## src/rtl/usb_err_pkg.sv

```systemverilog
// package: register map, field layout and timing for the usb error block
package usb_err_pkg;

    // ---------------------------------------------------------------
    // register byte offsets on the apb slave
    // ---------------------------------------------------------------
    localparam logic [7:0] error_flags_off   = 8'h00;
    localparam logic [7:0] error_enables_off = 8'h04;
    localparam logic [7:0] int_flags_off     = 8'h08;
    localparam logic [7:0] int_enables_off   = 8'h0c;
    localparam logic [7:0] control_off       = 8'h10;

    // ---------------------------------------------------------------
    // error register fields
    // ---------------------------------------------------------------
    localparam int packet_id_fail_bit    = 0;
    localparam int token_crc_fail_bit    = 1;
    localparam int data_crc_fail_bit     = 2;
    localparam int partial_byte_bit      = 3;
    localparam int turnaround_bit        = 4;
    localparam int bit_stuff_bit         = 7;
    localparam logic [7:0] error_impl_mask  = 8'h9f;
    localparam logic [7:0] error_flags_rst  = 8'h00;
    localparam logic [7:0] error_enable_rst = 8'h00;

    // ---------------------------------------------------------------
    // interrupt flag register fields
    // ---------------------------------------------------------------
    localparam int summary_bit  = 1;
    localparam int bus_idle_bit = 4;
    localparam logic [7:0] int_impl_mask   = 8'h12;
    localparam logic [7:0] int_enable_rst  = 8'h00;

    // ---------------------------------------------------------------
    // control register fields
    // ---------------------------------------------------------------
    localparam int module_enable_bit = 0;
    localparam int pullup_enable_bit = 1;
    localparam int suspend_bit       = 2;
    localparam logic [2:0] control_rst = 3'h0;

    // ---------------------------------------------------------------
    // timing
    // ---------------------------------------------------------------
    localparam int clk_period_ns    = 10;
    localparam int idle_time_ms     = 3;
    localparam int idle_cycles      =
        idle_time_ms * 1000000 / clk_period_ns;
    localparam int idle_cnt_w       = 19;

    // ---------------------------------------------------------------
    // carriers
    // ---------------------------------------------------------------
    typedef struct packed {
        logic bit_stuff;
        logic turnaround;
        logic partial_byte;
        logic data_crc;
        logic token_crc;
        logic packet_id;
    } error_events_type;

    typedef struct packed {
        logic        psel;
        logic        penable;
        logic        pwrite;
        logic [7:0]  paddr;
        logic [31:0] pwdata;
    } apb_req_type;

endpackage : usb_err_pkg

```

## src/rtl/idle_timer.sv

```systemverilog
// idle timer: counts quiet cycles and pulses once the limit is passed
`timescale 1ns/1ps
module idle_timer #(
    parameter int limit = usb_err_pkg::idle_cycles
) (
    input  wire logic clk,
    input  wire logic rstn,
    input  wire logic ce,
    input  wire logic activity,
    output logic      expired
);
    logic [usb_err_pkg::idle_cnt_w-1:0] count_q;
    logic                               fired_q;

    // fires once per quiet stretch; activity rearms it
    always_ff @(posedge clk) begin
        if (!rstn) begin
            count_q <= '0;
            fired_q <= 1'b0;
        end else if (ce) begin
            if (activity) begin
                count_q <= '0;
                fired_q <= 1'b0;
            end else if (count_q > limit[usb_err_pkg::idle_cnt_w-1:0]) begin
                fired_q <= 1'b1;
            end else begin
                count_q <= count_q + 1'b1;
            end
        end
    end

    assign expired = ce && !activity && !fired_q
                     && (count_q > limit[usb_err_pkg::idle_cnt_w-1:0]);

endmodule : idle_timer

```

## src/rtl/usb_error_flag_aggregator.sv

```systemverilog
// usb error flag capture, masking and summary, with idle and pull-up control
//
// Contract
// (RL1) summary flag is the OR of all error flags whose enables are set
// (RL2) each enable gates only its own flag toward the summary
// (RL3) flags are set by their events whatever the enables hold
// (RL4) a flag sets in the cycle its error is reported
// (RL5) a set flag stays set until software writes zero to it
// (RL6) bit 7 flags a bit stuffing violation
// (RL7) bit 4 flags turnaround time-out past 16 idle bit times after eop
// (RL8) bit 3 flags a data field that is not whole bytes
// (RL9) bit 2 flags a failed data crc16 check
// (RL10) bit 1 flags a token rejected on crc5 failure
// (RL11) bit 0 flags a failed packet identifier check
// (RL12) bits 6 and 5 of flag and enable registers read zero
// (RL13) one read/write enable per flag, same position, clear at reset
// (RL14) idle flag sets after more than 3 ms without bus traffic
// (RL15) pull-up stays enabled while suspended
// (RL16) firmware enables module and pull-up only once vbus is seen high
// (RL17) summary flag is read-only, following the enabled flags
// (RL18) summary sits at bit 1 of interrupt flags, gated by its enable
// (RL19) writing one keeps a flag; an event beats a clearing write
// (RL20) summary follows flags and enables combinationally
`timescale 1ns/1ps
module usb_error_flag_aggregator #(
    parameter int idle_limit = usb_err_pkg::idle_cycles
) (
    input  wire logic                          clk,
    input  wire logic                          rstn,
    input  wire logic                          ce,
    // apb slave
    input  wire logic                          psel,
    input  wire logic                          penable,
    input  wire logic                          pwrite,
    input  wire logic [7:0]                    paddr,
    input  wire logic [31:0]                   pwdata,
    input  wire logic [3:0]                    pstrb,
    output logic      [31:0]                   prdata,
    output logic                               pready,
    output logic                               pslverr,
    // from the serial interface engine, same clock
    input  wire usb_err_pkg::error_events_type error_events,
    input  wire logic                          bus_activity,
    // vbus sense pin, asynchronous
    input  wire logic                          vbus_sense,
    // outputs
    output logic                               usb_error_summary_flag,
    output logic                               usb_interrupt_request,
    output logic                               module_enable,
    output logic                               pullup_enable,
    output logic                               vbus_present
);
    // ---------------------------------------------------------------
    // state
    // ---------------------------------------------------------------
    logic [7:0] usb_error_flags_q;
    logic [7:0] usb_error_enables_q;
    logic [7:0] int_enables_q;
    logic       bus_idle_flag_q;
    logic [2:0] control_q;
    logic [2:0] vbus_sync_q;
    logic       vbus_present_q;
    logic [31:0] prdata_q;
    logic [7:0] usb_error_flags_d;
    logic [7:0] event_bits;
    logic [7:0] int_flags_view;
    logic       idle_expired;
    logic       wr_access;
    logic       rd_access;
    logic       addr_hit;

    // ---------------------------------------------------------------
    // helpers
    // ---------------------------------------------------------------
    function automatic logic is_write_to(input logic [7:0] off);
        is_write_to = wr_access && (paddr == off) && pstrb[0];
    endfunction : is_write_to

    function automatic logic [7:0] low_byte(input logic [31:0] w);
        low_byte = w[7:0];
    endfunction : low_byte

    // ---------------------------------------------------------------
    // apb decode: zero wait state, error on unmapped address
    // ---------------------------------------------------------------
    assign wr_access = ce && psel && penable && pwrite;
    assign rd_access = ce && psel && !penable && !pwrite;
    assign addr_hit  = (paddr == usb_err_pkg::error_flags_off)
                    || (paddr == usb_err_pkg::error_enables_off)
                    || (paddr == usb_err_pkg::int_flags_off)
                    || (paddr == usb_err_pkg::int_enables_off)
                    || (paddr == usb_err_pkg::control_off);
    assign pready    = 1'b1;
    assign pslverr   = psel && penable && !addr_hit;

    // ---------------------------------------------------------------
    // error events onto bit positions
    // ---------------------------------------------------------------
    always_comb begin
        event_bits = 8'h00;
        event_bits[usb_err_pkg::bit_stuff_bit]      =
            error_events.bit_stuff;                            // [RL6]
        event_bits[usb_err_pkg::turnaround_bit]     =
            error_events.turnaround;                           // [RL7]
        event_bits[usb_err_pkg::partial_byte_bit]   =
            error_events.partial_byte;                         // [RL8]
        event_bits[usb_err_pkg::data_crc_fail_bit]  =
            error_events.data_crc;                             // [RL9]
        event_bits[usb_err_pkg::token_crc_fail_bit] =
            error_events.token_crc;                            // [RL10]
        event_bits[usb_err_pkg::packet_id_fail_bit] =
            error_events.packet_id;                            // [RL11]
    end

    // ---------------------------------------------------------------
    // error flags: write zero clears, one keeps, event wins
    // ---------------------------------------------------------------
    always_comb begin
        usb_error_flags_d = usb_error_flags_q;
        if (is_write_to(usb_err_pkg::error_flags_off)) begin
            usb_error_flags_d = usb_error_flags_q
                                & low_byte(pwdata);            // [RL5] [RL19]
        end
        // events ignore enables and land at once [RL3] [RL4] [RL19]
        usb_error_flags_d = (usb_error_flags_d | event_bits)
                            & usb_err_pkg::error_impl_mask;    // [RL12]
    end

    always_ff @(posedge clk) begin
        if (!rstn) begin
            usb_error_flags_q <= usb_err_pkg::error_flags_rst;
        end else if (ce) begin
            usb_error_flags_q <= usb_error_flags_d;
        end
    end

    // ---------------------------------------------------------------
    // error enables
    // ---------------------------------------------------------------
    always_ff @(posedge clk) begin
        if (!rstn) begin
            usb_error_enables_q <= usb_err_pkg::error_enable_rst;  // [RL13]
        end else if (is_write_to(usb_err_pkg::error_enables_off)) begin
            usb_error_enables_q <= low_byte(pwdata)
                                   & usb_err_pkg::error_impl_mask; // [RL12]
        end
    end

    // ---------------------------------------------------------------
    // summary: pure gating, no storage, so no clear path exists
    // ---------------------------------------------------------------
    assign usb_error_summary_flag =
        |(usb_error_flags_q & usb_error_enables_q);  // [RL1] [RL2] [RL17] [RL20]

    // ---------------------------------------------------------------
    // idle detect: bus_idle_flag sets after the quiet time
    // ---------------------------------------------------------------
    idle_timer #(
        .limit (idle_limit)
    ) u_idle (
        .clk      (clk),
        .rstn     (rstn),
        .ce       (ce),
        .activity (bus_activity),
        .expired  (idle_expired)
    );

    always_ff @(posedge clk) begin
        if (!rstn) begin
            bus_idle_flag_q <= 1'b0;
        end else if (ce) begin
            if (idle_expired) begin
                bus_idle_flag_q <= 1'b1;                       // [RL14]
            end else if (is_write_to(usb_err_pkg::int_flags_off)
                         && !pwdata[usb_err_pkg::bus_idle_bit]) begin
                bus_idle_flag_q <= 1'b0;
            end
        end
    end

    // ---------------------------------------------------------------
    // interrupt flags view and its enables
    // ---------------------------------------------------------------
    always_comb begin
        int_flags_view = 8'h00;
        int_flags_view[usb_err_pkg::summary_bit]  =
            usb_error_summary_flag;                            // [RL18]
        int_flags_view[usb_err_pkg::bus_idle_bit] = bus_idle_flag_q;
    end

    always_ff @(posedge clk) begin
        if (!rstn) begin
            int_enables_q <= usb_err_pkg::int_enable_rst;
        end else if (is_write_to(usb_err_pkg::int_enables_off)) begin
            int_enables_q <= low_byte(pwdata) & usb_err_pkg::int_impl_mask;
        end
    end

    assign usb_interrupt_request =
        |(int_flags_view & int_enables_q);                     // [RL18]

    // ---------------------------------------------------------------
    // control: module enable, pull-up, suspend
    // ---------------------------------------------------------------
    always_ff @(posedge clk) begin
        if (!rstn) begin
            control_q <= usb_err_pkg::control_rst;
        end else if (is_write_to(usb_err_pkg::control_off)) begin
            control_q <= pwdata[2:0];
        end
    end

    assign module_enable = control_q[usb_err_pkg::module_enable_bit];
    // suspend never drops the pull-up; only a firmware write or reset turns it off
    assign pullup_enable =
        control_q[usb_err_pkg::pullup_enable_bit];             // [RL15]

    // ---------------------------------------------------------------
    // vbus sense: three stages, change taken when last two agree
    // ---------------------------------------------------------------
    always_ff @(posedge clk) begin
        if (!rstn) begin
            vbus_sync_q    <= 3'h0;
            vbus_present_q <= 1'b0;
        end else if (ce) begin
            vbus_sync_q <= {vbus_sync_q[1:0], vbus_sense};
            if (vbus_sync_q[1] == vbus_sync_q[2]) begin
                vbus_present_q <= vbus_sync_q[2];
            end
        end
    end

    // status only; firmware gates its enables on this [RL16]
    assign vbus_present = vbus_present_q;

    // ---------------------------------------------------------------
    // read data, registered in the setup cycle
    // ---------------------------------------------------------------
    always_ff @(posedge clk) begin
        if (!rstn) begin
            prdata_q <= 32'h0000_0000;
        end else if (rd_access) begin
            unique case (paddr)
                usb_err_pkg::error_flags_off:
                    prdata_q <= {24'h00_0000, usb_error_flags_q};
                usb_err_pkg::error_enables_off:
                    prdata_q <= {24'h00_0000, usb_error_enables_q};
                usb_err_pkg::int_flags_off:
                    prdata_q <= {24'h00_0000, int_flags_view};
                usb_err_pkg::int_enables_off:
                    prdata_q <= {24'h00_0000, int_enables_q};
                usb_err_pkg::control_off:
                    prdata_q <= {29'h000_0000, control_q};
                default:
                    prdata_q <= 32'h0000_0000;
            endcase
        end
    end

    assign prdata = prdata_q;

endmodule : usb_error_flag_aggregator

```

## config.mk

```make
export PLATFORM = sky130hd
export DESIGN_NAME = usb_error_flag_aggregator
export DESIGN_NICKNAME = d
export VERILOG_FILES = /design/src/rtl/usb_err_pkg.sv /design/src/rtl/idle_timer.sv /design/src/rtl/usb_error_flag_aggregator.sv
export SDC_FILE = /design/constraint.sdc
export NUM_CORES = 1
export LEC_CHECK = 0
export BUFFER_PORTS_ARGS = -buffer_cell sky130_fd_sc_hd__buf_2
export CAP_MARGIN = 20
export CORE_MARGIN = 2
export CORE_UTILIZATION = 50
export DETAILED_ROUTE_END_ITERATION = 7
export PLACE_DENSITY = 0.9
export SLEW_MARGIN = 20
export SYNTH_ARGS = -nofsm -noshare
export SYNTH_HDL_FRONTEND = slang
export SYNTH_HIERARCHICAL = 1
export SYNTH_SLANG_ARGS = --single-unit
```

## constraint.sdc

```tcl
create_clock -name clk -period 3.3 [get_ports clk]
set_input_delay 0.99 -clock clk [delete_from_list [all_inputs] [get_ports clk]]
set_output_delay 0.99 -clock clk [all_outputs]
set_load 0.02 [all_outputs]
```

==> summary.txt, run 1 <==
Run status
  • Status: completed

Global routing
  • Tot GR Track Use: 20.5%
  • Gr ovfl total: 0
  • Vias in the first global route: 2238
  • Initial antenna violation count: 0
  • Largest net degree at the start of global routing: 27
  • First-pass GRT wire length: 10.2 mm

Setup path
  • Critical path's slowest cell: or4_1
  • R2r setup slk: 1.19 ns
  • Startpoint Class: input pin
  • Cell family with most CP delay: simple AND/OR/NAND/NOR gates
  • Arr. time, crit path: 1.95 ns
  • WS Path Type: in2out
  • Reg2reg end: u_idle/count_q[18]
  • WP buf/inv: 2
  • Reg2reg start: u_idle/count_q[13]
  • Critical path required time: 2.31 ns
  • CP Cell Sequence: buf_2 > or4_1 > nor2_1 > a21oi_1 > buf_2
  • Worst path max stage delay: 0.54 ns
  • CP max FO: 2
  • R2R depth: 6
  • Crit-path most repeated cell: buf_2
  • Critical Path End Type: output pin

Floorplanning
  • Starting Density: 50.9%
  • Core Region: 5410 um^2
  • Die Footprint: 6120 um^2
  • Row Count: 27
  • Io pins: 97
  • Die W: 78.2 um
  • Die H: 78.2 um

Finish
  • Area grow syn2layout: 10.4%
  • Post-layout util: 56.3%
  • Storage cell area: 961 um^2
  • Filler instances: 491
  • Final instance area: 3040 um^2
  • Area of the multi-input gates: 1600 um^2
  • Post-route non-filler standard cell count: 435
  • Layout Nets: 422
  • Share of cells above drive strength 1: 18.5%
  • Antenna cells: 0

Power
  • Leakage power figure: 1.13 nW
  • PD cells: 380 nW/um^2
  • Peak supply drop: 0.000241 V

Routing
  • First-iteration detailed-routing DRC count: 196
  • Vias: 2576
  • Drt total wl: 6.25 mm
  • Detail Route Antenna Nets: 0
  • Via/cell ratio: 5.92
  • First-pass DRT Iterations: 4
  • DRC: 0
  • DR WL/cell: 14.4 um

CTS
  • Clock-pin transition on the worst setup and hold timing paths: 0.09 ns
  • Bufs on Longest Clock Path: 2
  • CTS Sinks: 48
  • Hold-fix buffers, CTS: 0
  • Clock Latency Late Sink: 0.31 ns
  • Clock Tree Root: clkbuf_8
  • # resized after CTS: 0
  • CTS tree: done
  • Clock buffer count from CTS: 5
  • Post-CTS setup buffers: 0
  • H-tree levels: 2

STA
  • Final number of max-transition violations: 0
  • Setup violations, final: 0
  • Min cycle time layout: 2.94 ns
  • Max frequency: 341 MHz
  • Final period utilization: 89.0%
  • Fin. Hold Viols: 0
  • Final Skew: 0.00808 ns
  • Final TNS setup: 0 ns
  • RSZ-0062 raised after global routing: no
  • Slew headroom: 58.4%
  • Worst Tran Pin Value: 0.617 ns

Hold path
  • Worst Hold Endpoint: prdata[7]
  • Hold Crit Class: reg2reg
  • Min-delay src: prdata[7]
  • WHS Path Cells: 2

Yosys
  • Synth Register Bits: 48
  • Post-synthesis mux area share: 8.09%
  • Sequential area share after synthesis: 34.9%
  • Combinational family with the most area after synthesis: simple AND/OR/NAND/NOR gates
  • Post-synth EDFFs: 0
  • Cell Area, Synth: 2750 um^2
  • YS warnings: 6
  • Ys async rst share: 0%
  • Compound-Gate Fraction of Synth Area: 18.8%
  • Post-synth cell types: 59
  • Area share of fa/ha/maj cells after synthesis: 0.909%
  • Synth Instances: 323
  • Post-synth top flop: dfxtp_1
  • Mean post-synth cell area: 8.53 um^2
  • Post-synthesis simple-gate area fraction: 26.3%
  • Synth Area in XOR/XNOR: 0.318%

Placed design
  • Cell Count Post-Placement: 427
  • Area of placed instances: 2930 um^2
  • Detail Placement HPWL: 4.57 mm
  • RD Place Congestion: 0.896
  • I/O Buffers: 40

Run
  • Max Cap Violations: 0
==> routing by layer <==
| metal | up-vias | wire length [um] | global-route usage [%] |
|---|---|---|---|
| met5 | - | 0 | 0 |
| met4 | 0 | 76 | 6.49 |
| met3 | 7 | 557 | 5.40 |
| met2 | 129 | 3050 | 34.7 |
| met1 | 1210 | 2560 | 25.5 |
| li1 | 1230 | - | - |
==> cell usage after synthesis (2+ instances only) <==
library cell,number,area share (%)
buf_2,2,0.36
nor3_1,5,0.91
o41ai_1,2,0.64
a21oi_1,22,4.0
a32o_1,2,0.73
nand4bb_1,2,0.82
a21o_1,2,0.55
and3_1,3,0.68
or4_1,4,1.1
conb_1,2,0.27
ha_1,2,0.91
or3_1,3,0.68
dfxtp_1,48,35
nand2b_1,9,2.0
nor2b_1,3,0.68
o31a_1,2,0.64
o311ai_0,2,0.64
inv_1,7,0.95
nand3_1,10,1.8
nor4_1,10,2.3
a211oi_1,8,2.2
a31oi_1,6,1.4
nor2_1,27,3.7
a22oi_1,3,0.82
and4_1,2,0.64
nand4_1,5,1.1
clkbuf_1,8,1.1
o32a_1,2,0.73
mux2i_1,20,7.3
nor4b_1,4,1.3
nand2_1,24,3.3
a311oi_1,4,1.3
buf_4,27,7.4
o31ai_1,2,0.55
or2_2,4,0.91
o21ai_0,12,2.2
==> worst min-delay path: stages, from the launching register on <==
cell	delay [ns]
dfxtp_1	0.32
nand2_1	0.05
a21oi_1	0.05
==> registers in the layout, indices dropped and copies added (netlist names) <==
name / count
u_idle/count_q: 19
prdata: 6
usb_error_enables_q: 6
usb_error_flags_q: 6
control_q: 3
vbus_sync_q: 3
int_enables_q: 2
bus_idle_flag_q: 1
u_idle/fired_q: 1
vbus_present: 1
==> power breakdown <==
| group | leakage [nW] | total (mW) | switching (mW) | internal, mW |
|---|---|---|---|---|
| registers | 0.388 | 0.593 | 0.00625 | 0.587 |
| logic | 0.686 | 0.125 | 0.0878 | 0.0376 |
| clock network | 0.0548 | 0.437 | 0.209 | 0.228 |
| total | 1.13 | 1.16 | 0.303 | 0.852 |
==> layout make-up <==
type	instances	area share, %
tap	72	2.96
clock buffer	5	2.26
timing repair buffer	46	8.07
clock inverter	3	1.52
inverter	8	0.988
sequential	48	31.6
multi-input combinational	253	52.6
==> placed cells by master (no fill, tap or decap), types with 3 or more instances in the layout <==
master	n
mux2i_1	20
a21oi_1	22
nand2b_1	9
clkbuf_8	5
dfxtp_1	48
nand2_1	24
a31oi_1	6
a211oi_1	8
nor4b_1	4
nand3_1	10
nor2_1	27
nor3_1	5
or4_1	4
inv_1	7
a22oi_1	3
buf_4	6
nor2b_1	3
and3_1	3
nand4_1	5
o21ai_0	12
conb_1	27
or2_2	4
buf_2	40
nor4_1	10
a311oi_1	4
or3_1	3
==> worst max path at each step <==
stage / slack, ns / from / depth (start not counted) / to
floorplan: 0.34 / paddr[4] / 4 / pslverr
global placement: 0.37 / paddr[0] / 5 / pslverr
detailed placement: 0.36 / paddr[0] / 5 / pslverr
CTS: 0.36 / paddr[0] / 5 / pslverr
global route: 0.27 / paddr[0] / 5 / pslverr
finish: 0.36 / paddr[0] / 5 / pslverr
==> cells by family after synthesis <==
logic type / after synthesis
AO/OA/AOI/OAI: 77
other: 2
XOR/XNOR: 1
adder cells (fa/ha/maj): 2
multiplexers: 21
buffers and inverters: 47
flip-flops: 48
AND/OR/NAND/NOR: 125
==> through the flow <==
| stage | total power, mW | hold WS [ns] | worst slack, ns |
|---|---|---|---|
| CTS | 1.16 | 0.465 | 0.358 |
| global route | 1.21 | 0.502 | 0.267 |
| finish | 1.16 | 0.463 | 0.364 |
| global placement | 0.726 | 0.445 | 0.366 |
| floorplan | 0.711 | 0.436 | 0.336 |
| detailed placement | 0.729 | 0.451 | 0.363 |
Power figures use the tool's default switching activity.
==> run 2, diff against run 1 <==
- clock period: 3.3 -> 3 ns (I/O delays scaled with it)
==> run 2 against run 1 <==
Combinational power up 11%. Clock skew down 0.0017 ns. Sequential power up 9.9%. Non-clock buffer count up 2. Clock power up 10%. Global-route usage up 0.79 points. Largest power group unchanged.
==> summary.txt, run 2 (synthesis gave the netlist of run 1 again) <==
Global routing
  • Vias in the first global route: 2304 (+2.9%)
  • Largest net degree at the start of global routing: 27 (unchanged)
  • First-pass GRT wire length: 10.5 mm (+3.4%)
  • Gr ovfl total: 0 (unchanged)
  • Tot GR Track Use: 21.3% (+0.79 points)
  • Initial antenna violation count: 0 (unchanged)

Power
  • Leakage power figure: 1.14 nW (+0.97%)
  • Peak supply drop: 0.000371 V (+54%)
  • PD cells: 417 nW/um^2 (+9.7%)
  • Total power: 1.27 mW (+10%)

Finish
  • Max FFs per register: 19 (unchanged)
  • Antenna cells: 0 (unchanged)
  • Area grow syn2layout: 10.9%
  • Storage cell area: 961 um^2 (unchanged)
  • Filler instances: 483 (-1.6%)
  • Most common cell after layout, fill and taps aside: dfxtp_1
  • Area of the multi-input gates: 1600 um^2 (unchanged)
  • Most frequent cells in the layout: dfxtp_1, buf_2, nor2_1, conb_1, nand2_1
  • Layout Nets: 424 (+0.47%)
  • Most flops, register: u_idle/count_q
  • Share of cells above drive strength 1: 18.9% (+0.45 points)

STA
  • Fin. Hold Viols: 0 (unchanged)
  • Final TNS setup: 0 ns (unchanged)
  • Final period utilization: 95.6%
  • Post-route setup slack: 0.131 ns (-0.233 ns)
  • RSZ-0062 raised after global routing: no
  • Worst Tran Pin Value: 0.636 ns (+0.0187 ns)
  • Slew headroom: 57.2% (-1.3 points)
  • Setup violations, final: 0 (unchanged)
  • Min cycle time layout: 2.87 ns
  • Max frequency: 349 MHz
  • Final Skew: 0.00642 ns (-0.00166 ns)
  • Final number of max-transition violations: 0 (unchanged)

Setup path
  • R2r setup slk: 0.89 ns (-0.30 ns)
  • Startpoint Class: input pin
  • Critical Path End Type: output pin
  • Arr. time, crit path: 1.97 ns (+0.02 ns)
  • Critical path required time: 2.10 ns (-0.21 ns)
  • WS Path Type: in2out
  • CP max FO: 3 (+1)

Floorplanning
  • Die W: 78.2 um (unchanged)
  • Starting Density: 50.9% (unchanged)
  • Die Footprint: 6120 um^2 (unchanged)
  • Die H: 78.2 um (unchanged)
  • Core Region: 5410 um^2 (unchanged)
  • Row Count: 27 (unchanged)
  • Io pins: 97 (unchanged)

Routing
  • Vias: 2584 (+0.31%)
  • First-pass DRT Iterations: 4 (unchanged)
  • Detail Route Antenna Nets: 0 (unchanged)
  • DR WL/cell: 14.9 um (+3.8%)
  • First-iteration detailed-routing DRC count: 187 (-4.6%)
  • Via/cell ratio: 5.91 (-0.15%)
  • DRC: 0 (unchanged)
  • Drt total wl: 6.52 mm (+4.3%)

CTS
  • CTS tree: done
  • # resized after CTS: 0 (unchanged)
  • Clock buffer count from CTS: 5 (unchanged)
  • Clock-pin transition on the worst setup and hold timing paths: 0.09 ns (about the same)
  • Clock Latency Late Sink: 0.31 ns (about the same)
  • H-tree levels: 2 (unchanged)
  • Bufs on Longest Clock Path: 2 (unchanged)
  • Hold-fix buffers, CTS: 0 (unchanged)
  • Post-CTS setup buffers: 0 (unchanged)
  • Clock Tree Root: clkbuf_8
  • CTS Sinks: 48 (unchanged)

Placed design
  • RD Place Congestion: 0.829 (-7.4%)
  • Detail Placement HPWL: 4.66 mm (+1.9%)
  • I/O Buffers: 40 (unchanged)
  • Pre-CTS setup slack: 0.151 ns (-0.212 ns)

Run status
  • Status: completed

Hold path
  • Hold Crit Class: reg2reg

Run
  • Max Cap Violations: 0 (unchanged)
run 2: cell count changes in the layout (fill, tap and decap cells not counted), sizes merged:
cell  change
buf       +2
run 2: final cells by class:
cell class / instances / share of cell area (%)
clock buffer: 5 / 2.25
tap: 72 / 2.95
clock inverter: 3 / 1.52
inverter: 8 / 0.983
multi-input combinational: 253 / 52.3
timing repair buffer: 48 / 8.52
sequential: 48 / 31.4
run 2: final timing paths:
kind                      start                 end  cells past startpoint
max                    paddr[0]             pslverr                      5
min                   prdata[7]           prdata[7]                      2
max reg2reg  u_idle/count_q[13]  u_idle/count_q[18]                      6
min reg2reg           prdata[7]           prdata[7]                      2
run 2: metal layers:
| metal | part of all wire (%) | up-vias | track usage (%) |
|---|---|---|---|
| li1 | - | 1232 | - |
| met1 | 43 | 1237 | 25.9 |
| met2 | 49 | 101 | 37.3 |
| met3 | 6.7 | 14 | 5.40 |
| met4 | 1.3 | 0 | 5.61 |
| met5 | 0 | - | 0 |
run 2: report_power, final:
| group | internal [mW] | switching (mW) | leakage (nW) |
|---|---|---|---|
| sequential | 0.645 | 0.00667 | 0.388 |
| clock | 0.251 | 0.231 | 0.0548 |
| combinational | 0.0413 | 0.0977 | 0.697 |
run 2: worst max-delay path: stages:
cell and delay [ns]:
buf_2 0.09, or4_1 0.58, nor2_1 0.15, a21oi_1 0.08, buf_2 0.16
run 2: per-stage QoR:
step / std cells / hold slack (ns) / utilization [%] / area, um^2
floorplan: 348 / 0.436 / - / 2850
global placement: 429 / 0.443 / 54.4 / 2940
detailed placement: 429 / 0.456 / 54.4 / 2940
CTS: 437 / 0.471 / 56.5 / 3060
global route: 437 / 0.496 / 56.5 / 3060
finish: 437 / 0.463 / 56.5 / 3060
